<file path="src/verilog/freq_phase_pkg.sv">
package freq_phase_pkg;

  // ***************************************************************
  // Widths, register map and reset values
  // ***************************************************************
  localparam int          FREQ_W        = 32;
  localparam int          PHASE_W       = 5;
  localparam int          WORD_W        = 40;
  localparam logic [4:0]  PHASE_MAX     = 5'h1F;
  localparam logic [31:0] FREQ_RESET    = 32'h00008637;
  localparam logic [31:0] HOLD_RESET    = 32'h00008637;
  localparam logic [4:0]  PHASE_RESET   = 5'h00;
  // Phase step in hundredths of a degree
  localparam int          PHASE_STEP_CDEG = 1125;

  localparam logic [11:0] OFF_HOLD      = 12'h000;
  localparam logic [11:0] OFF_CMD       = 12'h004;
  localparam logic [11:0] OFF_AFREQ     = 12'h008;
  localparam logic [11:0] OFF_BFREQ     = 12'h00C;
  localparam logic [11:0] OFF_PHASE     = 12'h010;
  localparam logic [11:0] OFF_STATUS    = 12'h014;
  localparam logic [11:0] OFF_CONV      = 12'h018;
  localparam logic [11:0] OFF_WORDA_LO  = 12'h01C;
  localparam logic [11:0] OFF_WORDB_LO  = 12'h020;
  localparam logic [11:0] OFF_WORD_HI   = 12'h024;

  // Command codes written to the command register
  localparam logic [3:0]  CMD_OUT_BOTH  = 4'h1;
  localparam logic [3:0]  CMD_OUT_A     = 4'h2;
  localparam logic [3:0]  CMD_OUT_B     = 4'h3;
  localparam logic [3:0]  CMD_LOAD_A    = 4'h4;
  localparam logic [3:0]  CMD_LOAD_B    = 4'h5;
  localparam logic [3:0]  CMD_UP_A      = 4'h6;
  localparam logic [3:0]  CMD_UP_B      = 4'h7;
  localparam logic [3:0]  CMD_DOWN_A    = 4'h8;
  localparam logic [3:0]  CMD_DOWN_B    = 4'h9;
  localparam logic [3:0]  CMD_PHASE_A   = 4'hA;
  localparam logic [3:0]  CMD_PHASE_B   = 4'hB;

endpackage

</file>
<file path="src/verilog/dds_freq_phase_command_unit.sv">
// Overview of operation
// - Output-A sends stored A frequency unchanged
// - Load-output copies hex or converted decimal
// - Flag remembers decimal or hex entry
// - Upward adjust adds holding to frequency
// - Adjusts never update synthesizer outputs
// - Downward adjust negates holding, then adds
// - Repeated downward adjusts alternate sign
// - Phase commands store phase only, no output update
// - Phase clipped to 31 without error
// - One phase unit is 11.25 degrees
// - Report shows phase as p and hex
// - Output commands send both synchronized words
// - Holding load also clears the decimal flag, changes nothing else
//
// Register access over APB and the register addresses were left to the implementer.
`timescale 1ns/100ps
module dds_freq_phase_command_unit (
  input  wire logic        core_clk,
  input  wire logic        rst,
  input  wire logic        psel,
  input  wire logic        penable,
  input  wire logic        pwrite,
  input  wire logic [11:0] paddr,
  input  wire logic [31:0] pwdata,
  output logic      [31:0] prdata,
  output logic             pready,
  output logic             pslverr,
  output logic      [39:0] synthWordA,
  output logic      [39:0] synthWordB,
  output logic             synth_word_update_strobe
);

  // ***************************************************************
  // Bus decode
  // ***************************************************************
  logic        wrEn;
  logic        rdEn;
  logic        hit;
  assign pready  = 1'b1;
  assign wrEn    = psel & penable & pwrite;
  assign rdEn    = psel & penable & ~pwrite;
  always_comb begin
    unique case (paddr)
      freq_phase_pkg::OFF_HOLD,  freq_phase_pkg::OFF_CMD,   freq_phase_pkg::OFF_AFREQ,
      freq_phase_pkg::OFF_BFREQ, freq_phase_pkg::OFF_PHASE, freq_phase_pkg::OFF_STATUS,
      freq_phase_pkg::OFF_CONV,  freq_phase_pkg::OFF_WORDA_LO, freq_phase_pkg::OFF_WORDB_LO,
      freq_phase_pkg::OFF_WORD_HI: hit = 1'b1;
      default: hit = 1'b0;
    endcase
  end
  assign pslverr = psel & penable & ~hit;

  // ***************************************************************
  // Registers
  // ***************************************************************
  logic [31:0] hold_r,  hold_nxt;
  logic        isDec_r, isDec_nxt;
  logic [31:0] conv_r,  conv_nxt;
  logic [31:0] aFreq_r, aFreq_nxt;
  logic [31:0] bFreq_r, bFreq_nxt;
  logic [4:0]  aPhase_r, aPhase_nxt;
  logic [4:0]  bPhase_r, bPhase_nxt;
  logic [39:0] wordA_r, wordA_nxt;
  logic [39:0] wordB_r, wordB_nxt;
  logic        strobe_r, strobe_nxt;
  logic [31:0] rd_nxt;
  logic [3:0]  cmd;
  logic        cmdWr;
  logic [31:0] loadVal;
  logic [31:0] negHold;
  logic [4:0]  clipPhase;

  assign cmd       = pwdata[3:0];
  assign cmdWr     = wrEn && (paddr == freq_phase_pkg::OFF_CMD);
  assign loadVal   = isDec_r ? conv_r : hold_r;
  assign negHold   = 32'(~hold_r + 32'h00000001);
  assign clipPhase = (hold_r > 32'(freq_phase_pkg::PHASE_MAX))
                     ? freq_phase_pkg::PHASE_MAX : hold_r[4:0];

  always_comb begin
    hold_nxt   = hold_r;
    isDec_nxt  = isDec_r;
    conv_nxt   = conv_r;
    aFreq_nxt  = aFreq_r;
    bFreq_nxt  = bFreq_r;
    aPhase_nxt = aPhase_r;
    bPhase_nxt = bPhase_r;
    wordA_nxt  = wordA_r;
    wordB_nxt  = wordB_r;
    strobe_nxt = 1'b0;
    // Holding entry clears the decimal flag, touches nothing else
    if (wrEn && paddr == freq_phase_pkg::OFF_HOLD) begin
      hold_nxt  = pwdata;
      isDec_nxt = 1'b0;
    end
    if (wrEn && paddr == freq_phase_pkg::OFF_STATUS) begin
      isDec_nxt = pwdata[0];
    end
    if (wrEn && paddr == freq_phase_pkg::OFF_CONV) begin
      conv_nxt = pwdata;
    end
    if (cmdWr) begin
      unique case (cmd)
        freq_phase_pkg::CMD_LOAD_A: aFreq_nxt = loadVal;
        freq_phase_pkg::CMD_LOAD_B: bFreq_nxt = loadVal;
        freq_phase_pkg::CMD_UP_A:   aFreq_nxt = 32'(aFreq_r + hold_r);
        freq_phase_pkg::CMD_UP_B:   bFreq_nxt = 32'(bFreq_r + hold_r);
        freq_phase_pkg::CMD_DOWN_A: begin
          hold_nxt  = negHold;
          aFreq_nxt = 32'(aFreq_r + negHold);
        end
        freq_phase_pkg::CMD_DOWN_B: begin
          hold_nxt  = negHold;
          bFreq_nxt = 32'(bFreq_r + negHold);
        end
        freq_phase_pkg::CMD_PHASE_A: aPhase_nxt = clipPhase;
        freq_phase_pkg::CMD_PHASE_B: bPhase_nxt = clipPhase;
        default: ;
      endcase
      // Every output command pushes both words together
      unique case (cmd)
        freq_phase_pkg::CMD_OUT_BOTH, freq_phase_pkg::CMD_OUT_A, freq_phase_pkg::CMD_OUT_B: begin
          wordA_nxt  = {aPhase_r, 3'h0, aFreq_r};
          wordB_nxt  = {bPhase_r, 3'h0, bFreq_r};
          strobe_nxt = 1'b1;
        end
        freq_phase_pkg::CMD_LOAD_A: begin
          wordA_nxt  = {aPhase_r, 3'h0, loadVal};
          wordB_nxt  = {bPhase_r, 3'h0, bFreq_r};
          strobe_nxt = 1'b1;
        end
        freq_phase_pkg::CMD_LOAD_B: begin
          wordA_nxt  = {aPhase_r, 3'h0, aFreq_r};
          wordB_nxt  = {bPhase_r, 3'h0, loadVal};
          strobe_nxt = 1'b1;
        end
        default: ;
      endcase
    end
  end

  always_comb begin
    rd_nxt = 32'h00000000;
    if (rdEn) begin
      unique case (paddr)
        freq_phase_pkg::OFF_HOLD:     rd_nxt = hold_r;
        freq_phase_pkg::OFF_AFREQ:    rd_nxt = aFreq_r;
        freq_phase_pkg::OFF_BFREQ:    rd_nxt = bFreq_r;
        // Report form: p then two hex digits per phase
        freq_phase_pkg::OFF_PHASE:    rd_nxt = {8'h70, 3'h0, aPhase_r, 8'h70, 3'h0, bPhase_r};
        freq_phase_pkg::OFF_STATUS:   rd_nxt = {31'h00000000, isDec_r};
        freq_phase_pkg::OFF_CONV:     rd_nxt = conv_r;
        freq_phase_pkg::OFF_WORDA_LO: rd_nxt = wordA_r[31:0];
        freq_phase_pkg::OFF_WORDB_LO: rd_nxt = wordB_r[31:0];
        freq_phase_pkg::OFF_WORD_HI:  rd_nxt = {16'h0000, wordB_r[39:32], wordA_r[39:32]};
        default:                      rd_nxt = 32'h00000000;
      endcase
    end
  end

  always_ff @(posedge core_clk or posedge rst) begin
    if (rst) begin
      hold_r   <= freq_phase_pkg::HOLD_RESET;
      isDec_r  <= 1'b0;
      conv_r   <= 32'h00000000;
      aFreq_r  <= freq_phase_pkg::FREQ_RESET;
      bFreq_r  <= freq_phase_pkg::FREQ_RESET;
      aPhase_r <= freq_phase_pkg::PHASE_RESET;
      bPhase_r <= freq_phase_pkg::PHASE_RESET;
      wordA_r  <= 40'h0000000000;
      wordB_r  <= 40'h0000000000;
      strobe_r <= 1'b0;
    end else begin
      hold_r   <= hold_nxt;
      isDec_r  <= isDec_nxt;
      conv_r   <= conv_nxt;
      aFreq_r  <= aFreq_nxt;
      bFreq_r  <= bFreq_nxt;
      aPhase_r <= aPhase_nxt;
      bPhase_r <= bPhase_nxt;
      wordA_r  <= wordA_nxt;
      wordB_r  <= wordB_nxt;
      strobe_r <= strobe_nxt;
    end
  end

  assign prdata                   = rd_nxt;
  assign synthWordA               = wordA_r;
  assign synthWordB               = wordB_r;
  assign synth_word_update_strobe = strobe_r;
endmodule

</file>
<file path="config.mk">
export PLATFORM = sky130hd
export DESIGN_NAME = dds_freq_phase_command_unit
export DESIGN_NICKNAME = d
export VERILOG_FILES = /design/src/verilog/freq_phase_pkg.sv /design/src/verilog/dds_freq_phase_command_unit.sv
export SDC_FILE = /design/constraint.sdc
export NUM_CORES = 1
export LEC_CHECK = 0
export ABC_AREA = 1
export BUFFER_PORTS_ARGS = -buffer_cell sky130_fd_sc_hd__buf_2
export CAP_MARGIN = 40
export CORE_ASPECT_RATIO = 0.75
export CORE_MARGIN = 1
export CORE_UTILIZATION = 30
export DETAILED_ROUTE_END_ITERATION = 7
export SLEW_MARGIN = 20
export SYNTH_ARGS = -nofsm -noshare
export SYNTH_HDL_FRONTEND = slang
export SYNTH_SLANG_ARGS = --single-unit
</file>
<file path="constraint.sdc">
create_clock -name core_clk -period 10.25 [get_ports core_clk]
set_input_delay 0.5125 -clock core_clk [delete_from_list [all_inputs] [get_ports core_clk]]
set_output_delay 0.5125 -clock core_clk [all_outputs]
set_load 0.05 [all_outputs]
</file>
==> results of run 1 <==
## state kept, by name, summed over array words and instances, names as in the netlist
| name | count |
|---|---|
| bPhase_r | 5 |
| hold_r | 32 |
| aFreq_r | 32 |
| bFreq_r | 32 |
| aPhase_r | 5 |
| conv_r | 32 |
| isDec_r | 1 |
| synthWordB | 37 |
| synthWordA | 37 |
| synth_word_update_strobe | 1 |
## worst max-delay path, stage by stage (launching register included)
cell and delay [ps]:
dfstp_2 430, inv_1 170, ha_1 210, nand2_1 100, nor2_2 170, nand2_1 130
nor2_4 180, nand3_1 160, nor2_2 200, nand3_1 150, xor2_1 470, o21ai_0 230
ha_1 400, a21oi_1 270, o21ai_0 170, a21oi_1 160, nand2_1 70, inv_1 50
nand2_1 120, nand3_1 110, nand3_1 70, nand2_1 90, nand2_1 50
## metal layers
| layer | track usage [%] | part of all wire [%] | vias to the layer above |
|---|---|---|---|
| met1 | 37.8 | 45 | 8555 |
| met4 | 6.12 | 2.6 | 2 |
| met3 | 9.08 | 14 | 107 |
| met2 | 34.2 | 39 | 1019 |
| met5 | 0 | 0.018 | - |
| li1 | - | - | 8570 |
## final cells by class
class,count,area (sq um),area share (%)
Multi-Input combinational cell,1919,9950,51.7
Timing Repair Buffer,187,1090,5.65
Clock buffer,35,746,3.87
Tap cell,722,903,4.69
Clock inverter,14,176,0.916
Inverter,266,1010,5.22
Sequential cell,214,5390,28.0
## per-stage QoR
step / setup WS, ps / hold WS [ps] / area (sq um) / util (%)
2_1_floorplan: 3930 / 453 / 16900 / -
3_5_place_dp: 5750 / 479 / 18300 / 33.3
6_report: 5970 / 52.3 / 19300 / 35.1
3_3_place_gp: 5330 / 472 / 18200 / 33.1
5_1_grt: 5670 / 114 / 19300 / 35.1
4_1_cts: 6090 / 83.1 / 19200 / 35.0
## path summary, 6_finish.rpt
path	start	endpoint	slack [ps]	cells past startpoint
max in group asynchronous	rst	synthWordB[21]	8950	3
worst min register to register	conv_r[23]	conv_r[23]	490	2
worst max register to register	hold_r[0]	aFreq_r[31]	5970	22
worst min-delay path	rst	synth_word_update_strobe	50	2
worst max-delay path	hold_r[0]	aFreq_r[31]	5970	22
min in group core_clk	pwdata[22]	conv_r[22]	210	2
## synth_stat cells (8+ instances only)
cell type,n
dfrtp_1,190
o21ai_0,292
a211oi_1,8
nand4_1,16
nand3_1,114
ha_1,73
buf_4,12
a21oi_1,175
nor2_1,210
o221ai_1,9
clkbuf_1,57
mux2_2,15
nor2_4,8
a31oi_1,32
nand2_1,690
nor2_2,8
o211ai_1,51
xor2_1,37
a21o_1,8
o22ai_1,16
nor3_1,24
buf_2,40
o21bai_1,17
inv_2,16
inv_1,247
o21ai_1,35
dfstp_2,24
mux2i_1,12
## power groups by stage
| stage | clock, mW | sequential (mW) | combinational, mW |
|---|---|---|---|
| 6_report | 1.03 | 0.847 | 0.163 |
| 5_1_grt | 1.07 | 0.847 | 0.179 |
| 4_1_cts | 1.03 | 0.847 | 0.161 |
| 3_5_place_dp | 0 | 0.862 | 0.160 |
| 3_3_place_gp | 0 | 0.862 | 0.157 |
| 2_1_floorplan | 0 | 0.863 | 0.104 |
## logic make-up after synthesis
| family | synth area share [%] |
|---|---|
| compound gates | 22.6 |
| other cells | 0.0446 |
| flops | 32.0 |
| buf+inv | 9.15 |
| simple gates | 26.6 |
| xor+xnor | 2.29 |
| fa+ha+maj | 5.66 |
| mux | 1.72 |
==> qor.csv, run 1 <==
stage;metric;value;unit
run_status;status;finished clean;
layout;# fillers;5898;
route;drc violations;0;
clock_tree;setup bufs post-CTS;0;
power;combinational share of power;8.0;%
layout;Nets;2739;
synthesis;Synth top area share;28.2;%
clock_tree;total CTS buffers;27;
clock_tree;CTS Hold Bufs;0;
clock_tree;Worst-path clk slew;60;ps
synthesis;Synth async-reset ratio;100;%
floorplanning;Rows;74;
setup_path;WP data required;10700;ps
run;Max Cap Viol;0;
power;PwrDens;106;mW/mm^2
layout;post-route insts no fill;3357;
placement;IO Port Bufs;156;
power;Sw Ratio;26.4;%
floorplanning;CORE AREA;0.0549;sq mm
power;Design Power;2.04;mW
global_route;global-route usage over all layers;25.4;%
setup_path;startpoint type of the worst setup path;register;
clock_tree;Post-CTS Resized;0;
route;Initial DRT Pass Iterations;6;
synthesis;Mapped Area;0.0168;sq mm
synthesis;Netlist cell types;53;
worst_hold_path;HP Class;primary input to async pin;
clock_tree;clk buf depth;3;
synthesis;mean post-synth cell area;6.71;sq um
clock_tree;Clock Latency Late Sink;580;ps
layout;layout cells sized above 1;12.3;%
synthesis;FF+latch count, synth;214;
synthesis;Post-synth EDFFs;0;
clock_tree;TritonCTS clock tree;yes;
power;Switch Pwr;538;uW
floorplanning;top-level I/O count;164;
placement;gpl congestion;1.02;
sta;# setup viols final;0;
route;final wirelength;73700;um
floorplanning;initial core utilization;30.7;%
clock_tree;CTS H-tree lvls;1;
route;Routed Antenna Nets;0;
global_route;vias in the first global route;16600;
power;Leak;9.27;nW
sta;Final Max Slew Viols;0;
power;Clock power frac;50.4;%
synthesis;Cells after Synth;2509;
global_route;initial antenna violation count;1;
placement;dpl cells;3304;
floorplanning;width of the chip;276;um
global_route;largest net degree at the start of global routing;92;
global_route;grt ovf;0;
layout;area delta synth->final;14.4;%
power;sequential fraction of design power;41.6;%
layout;number of diodes;0;
route;initial DRC count;2445;
floorplanning;Die ar.;0.0571;sq mm
layout;most frequent cells in the layout;nand2_1, o21ai_0, inv_1, nor2_1, dfrtp_1;
setup_path;Arr. time, crit path;4730;ps
sta;Final Skew;28.1;ps
synthesis;sequential-to-total area share from yosys stat;32.0;%
route;via count;18300;
synthesis;Yosys top cell by area;dfrtp_1;
sta;Least-Margin Pin Slew;924;ps
synthesis;Post-synth top flop;dfrtp_1;
setup_path;crit path kind;register to register;
sta;relative slew slack;37.8;%
sta;final hold viol count;0;
setup_path;peak fanout along the critical path;5;
layout;commonest non-fill, non-tap cell in the layout;nand2_1;
sta;Final min period;4280;ps
power;internal power;1.50;mW
power;VDD IR max;0.119;mV
clock_tree;clock root cell;clkbuf_16;
sta;max frequency;0.234;GHz
floorplanning;die height;207;um
synthesis;yosys warns;0;
setup_path;crit end category;register;
sta;period utilization;41.7;%
placement;HPWL after DPL;56500;um
synthesis;ranking of synthesized cells by area;dfrtp_1, nand2_1, o21ai_0, inv_1, ha_1;
sta;TNS Setup;0;ps
route;vias per cell;5.44;
clock_tree;Sink Count;214;
sta;unrepaired setup endpoints after global routing;false;
route;Avg WL per Cell;21.9;um
global_route;first-pass GRT wire length;109000;um
Note: power is estimated with default switching activity, not from simulation.
==> inputs of run 2 (changes only) <==
--- a/config.mk
+++ b/config.mk
@@ -5,7 +5,7 @@
 export SDC_FILE = /design/constraint.sdc
 export NUM_CORES = 1
 export LEC_CHECK = 0
-export ABC_AREA = 1
+export ABC_AREA = 0
 export BUFFER_PORTS_ARGS = -buffer_cell sky130_fd_sc_hd__buf_2
 export CAP_MARGIN = 40
 export CORE_ASPECT_RATIO = 0.75
==> constraint.sdc (replaced) <==
create_clock -name core_clk -period 3.9 [get_ports core_clk]
set_input_delay 0.195 -clock core_clk [delete_from_list [all_inputs] [get_ports core_clk]]
set_output_delay 0.195 -clock core_clk [all_outputs]
set_load 0.05 [all_outputs]
==> run 2 against run 1 <==
Effect of this change:
- the run now ends with negative setup slack left
- critical path depth fell by 1
- clock power rose to 2.7 times the previous value
- power rose to 2.6 times the previous value
- clock skew fell by 10 ps
- first-iteration DRC count fell by 26%
- largest power group unchanged
- largest cell class unchanged
- via count fell by 8.4%
==> qor.csv, run 2 <==
stage;metric;value;unit
layout;Post-Layout Inst Area;0.0209;sq mm
global_route;initial antenna violation count;3;
sta;final setup margin;-94.4;ps
synthesis;Post-synth EDFFs;0;
clock_tree;Worst-path clk slew;60;ps
run_status;failing checks;negative setup slack;
layout;Nets;2420;
sta;unrepaired setup endpoints after global routing;true;
global_route;first-pass GRT wire length;103000;um
synthesis;mean post-synth cell area;8.04;sq um
sta;Least-Margin Pin Slew;818;ps
floorplanning;top-level I/O count;164;
synthesis;Synth top area share;30.4;%
layout;layout cells sized above 1;29.0;%
setup_path;crit path kind;register to register;
run_status;status;complete, but fails checks;
synthesis;Synth Area in Adders;6.10;%
sta;TNS Setup;-485;ps
clock_tree;clk buf depth;3;
synthesis;Post-synth top flop;dfrtp_1;
sta;max frequency;0.250;GHz
clock_tree;clock root cell;clkbuf_16;
floorplanning;Rows;72;
synthesis;FF+latch count, synth;214;
sta;final hold viol count;0;
setup_path;CP Launch Point;hold_r[1];
sta;# setup viols final;10;
route;vias per cell;5.54;
synthesis;Mapped Area;0.0156;sq mm
route;Initial DRT Pass Iterations;6;
synthesis;sequential-to-total area share from yosys stat;34.4;%
route;Avg WL per Cell;23.3;um
run;Max Cap Viol;0;
placement;placed cell area;0.0189;sq mm
clock_tree;total CTS buffers;26;
synthesis;Synth async-reset ratio;100;%
sta;Final Skew;17.7;ps
worst_hold_path;HP Class;primary input to register;
synthesis;yosys warns;0;
setup_path;Arr. time, crit path;4460;ps
setup_path;WP data required;4360;ps
worst_hold_path;hold path start;pwdata[3];
layout;most frequent cells in the layout;nand2_1, buf_4, o21ai_0, dfrtp_1, nor2_1;
placement;Place WS;-347;ps
clock_tree;Sink Count;214;
floorplanning;Die ar.;0.0531;sq mm
setup_path;crit end category;register;
floorplanning;initial core utilization;30.4;%
global_route;grt ovf;0;
synthesis;ranking of synthesized cells by area;dfrtp_1, nand2_1, o21ai_0, ha_1, a21oi_1;
synthesis;Cells after Synth;1945;
layout;# fillers;5325;
clock_tree;TritonCTS clock tree;yes;
sta;Final min period;3990;ps
synthesis;Yosys top cell by area;dfrtp_1;
synthesis;Netlist cell types;81;
floorplanning;die height;200;um
global_route;largest net degree at the start of global routing;76;
route;final wirelength;70500;um
setup_path;peak fanout along the critical path;6;
power;Leak;9.70;nW
synthesis;largest family of logic cells by synthesized area;compound AO/OA/AOI/OAI gates;
sta;relative slew slack;43.9;%
route;via count;16700;
global_route;global-route usage over all layers;25.9;%
synthesis;most frequent cells after synthesis;nand2_1, o21ai_0, dfrtp_1, nor2_1, a21oi_1;
sta;period utilization;102;%
global_route;vias in the first global route;15800;
synthesis;Post-Synth Simple-Gate Area;18.8;%
setup_path;r2r startpoint;hold_r[1];
layout;commonest non-fill, non-tap cell in the layout;nand2_1;
layout;area delta synth->final;33.4;%
route;drc violations;0;
clock_tree;Clock Latency Late Sink;570;ps
placement;gpl congestion;0.956;
power;PwrDens;256;mW/mm^2
route;Routed Antenna Nets;0;
power;Design Power;5.34;mW
placement;IO Port Bufs;156;
setup_path;startpoint type of the worst setup path;register;
placement;HPWL after DPL;52700;um
synthesis;post-synthesis compound-gate area fraction;24.6;%
power;VDD IR max;0.318;mV
synthesis;Post-Synth XOR/XNOR Area;6.61;%
clock_tree;CTS H-tree lvls;1;
floorplanning;CORE AREA;0.0515;sq mm
floorplanning;width of the chip;266;um
route;initial DRC count;1813;
synthesis;mux cell area share after synthesis;4.99;%
sta;Final Max Slew Viols;0;
synthesis;most frequent cell after synthesis;nand2_1;
[run 2: kinds of logic after synthesis]
family	Yosys count
AO/OA/AOI/OAI	627
AND/OR/NAND/NOR	665
buffers and inverters	171
multiplexers	73
XOR/XNOR	118
other	2
adder cells (fa/ha/maj)	75
flip-flops	214
[run 2: report_power, final]
part / internal, mW / leakage, nW / switching (mW)
clock network: 1.68 / 0.466 / 1.05
logic: 0.132 / 6.36 / 0.250
registers: 2.22 / 2.87 / 0.00197
total: 4.03 / 9.70 / 1.31
[run 2: metrics by stage]
stage	util, %	std cells	hold slack (ps)
final	40.5	3020	81.6
after global routing	40.5	3019	90.4
after floorplan	-	1950	335
after global placement	36.6	2918	340
after detailed placement	36.7	2921	342
after CTS	39.9	3011	65.4
[run 2: final timing paths]
check	slack, ps	end	cells past startpoint
min in group asynchronous	290	synthWordA[3]	3
worst min register to register	500	aFreq_r[5]	2
worst max-delay path	-90	aFreq_r[31]	21
worst max register to register	-90	aFreq_r[31]	21
worst min-delay path	80	conv_r[3]	3
max in group asynchronous	2710	aFreq_r[15]	4
[run 2: cell type report]
type	count	area, sq um	area share (%)
clock inverters	7	139	0.666
diodes	1	2.50	0.0120
inverters	24	93.8	0.450
multi-input cells	1565	10300	49.2
clock buffers	41	808	3.87
well taps	703	880	4.22
repair buffers	465	3290	15.8
flip-flops and latches	214	5390	25.8
[run 2: metal layers]
metal  GRT usage [%]  vias up  part of all wire [%]
li1                -     7672                     -
met1            38.8     8165                    47
met2            36.6      773                    40
met3            5.89      112                   9.5
met4            7.68        0                   2.7
met5               0        -                     0
[run 2: worst max-delay path: stages (launching register included)]
cell and delay [ps]:
dfstp_2 390, inv_1 90, ha_2 210, or3b_4 400, nor2_4 110, buf_6 130, nand3_1 60, buf_4 180
nor4_1 190, buf_4 170, nor2_1 40, xor2_1 250, ha_1 310, and2_1 190, and3_1 200, nand2_1 70
nand2_1 60, a31o_4 230, a211oi_4 230, xnor2_1 170, nand3_1 100, o311ai_1 100
[run 2: what timing repair did]
item                       4_1_cts  5_1_grt
setup endpoints to repair       23       30
hold endpoints to repair        69        0
pin swaps                       48       72
hold buffers                    29        0
buffers inserted                13       10
resized for setup               82       62
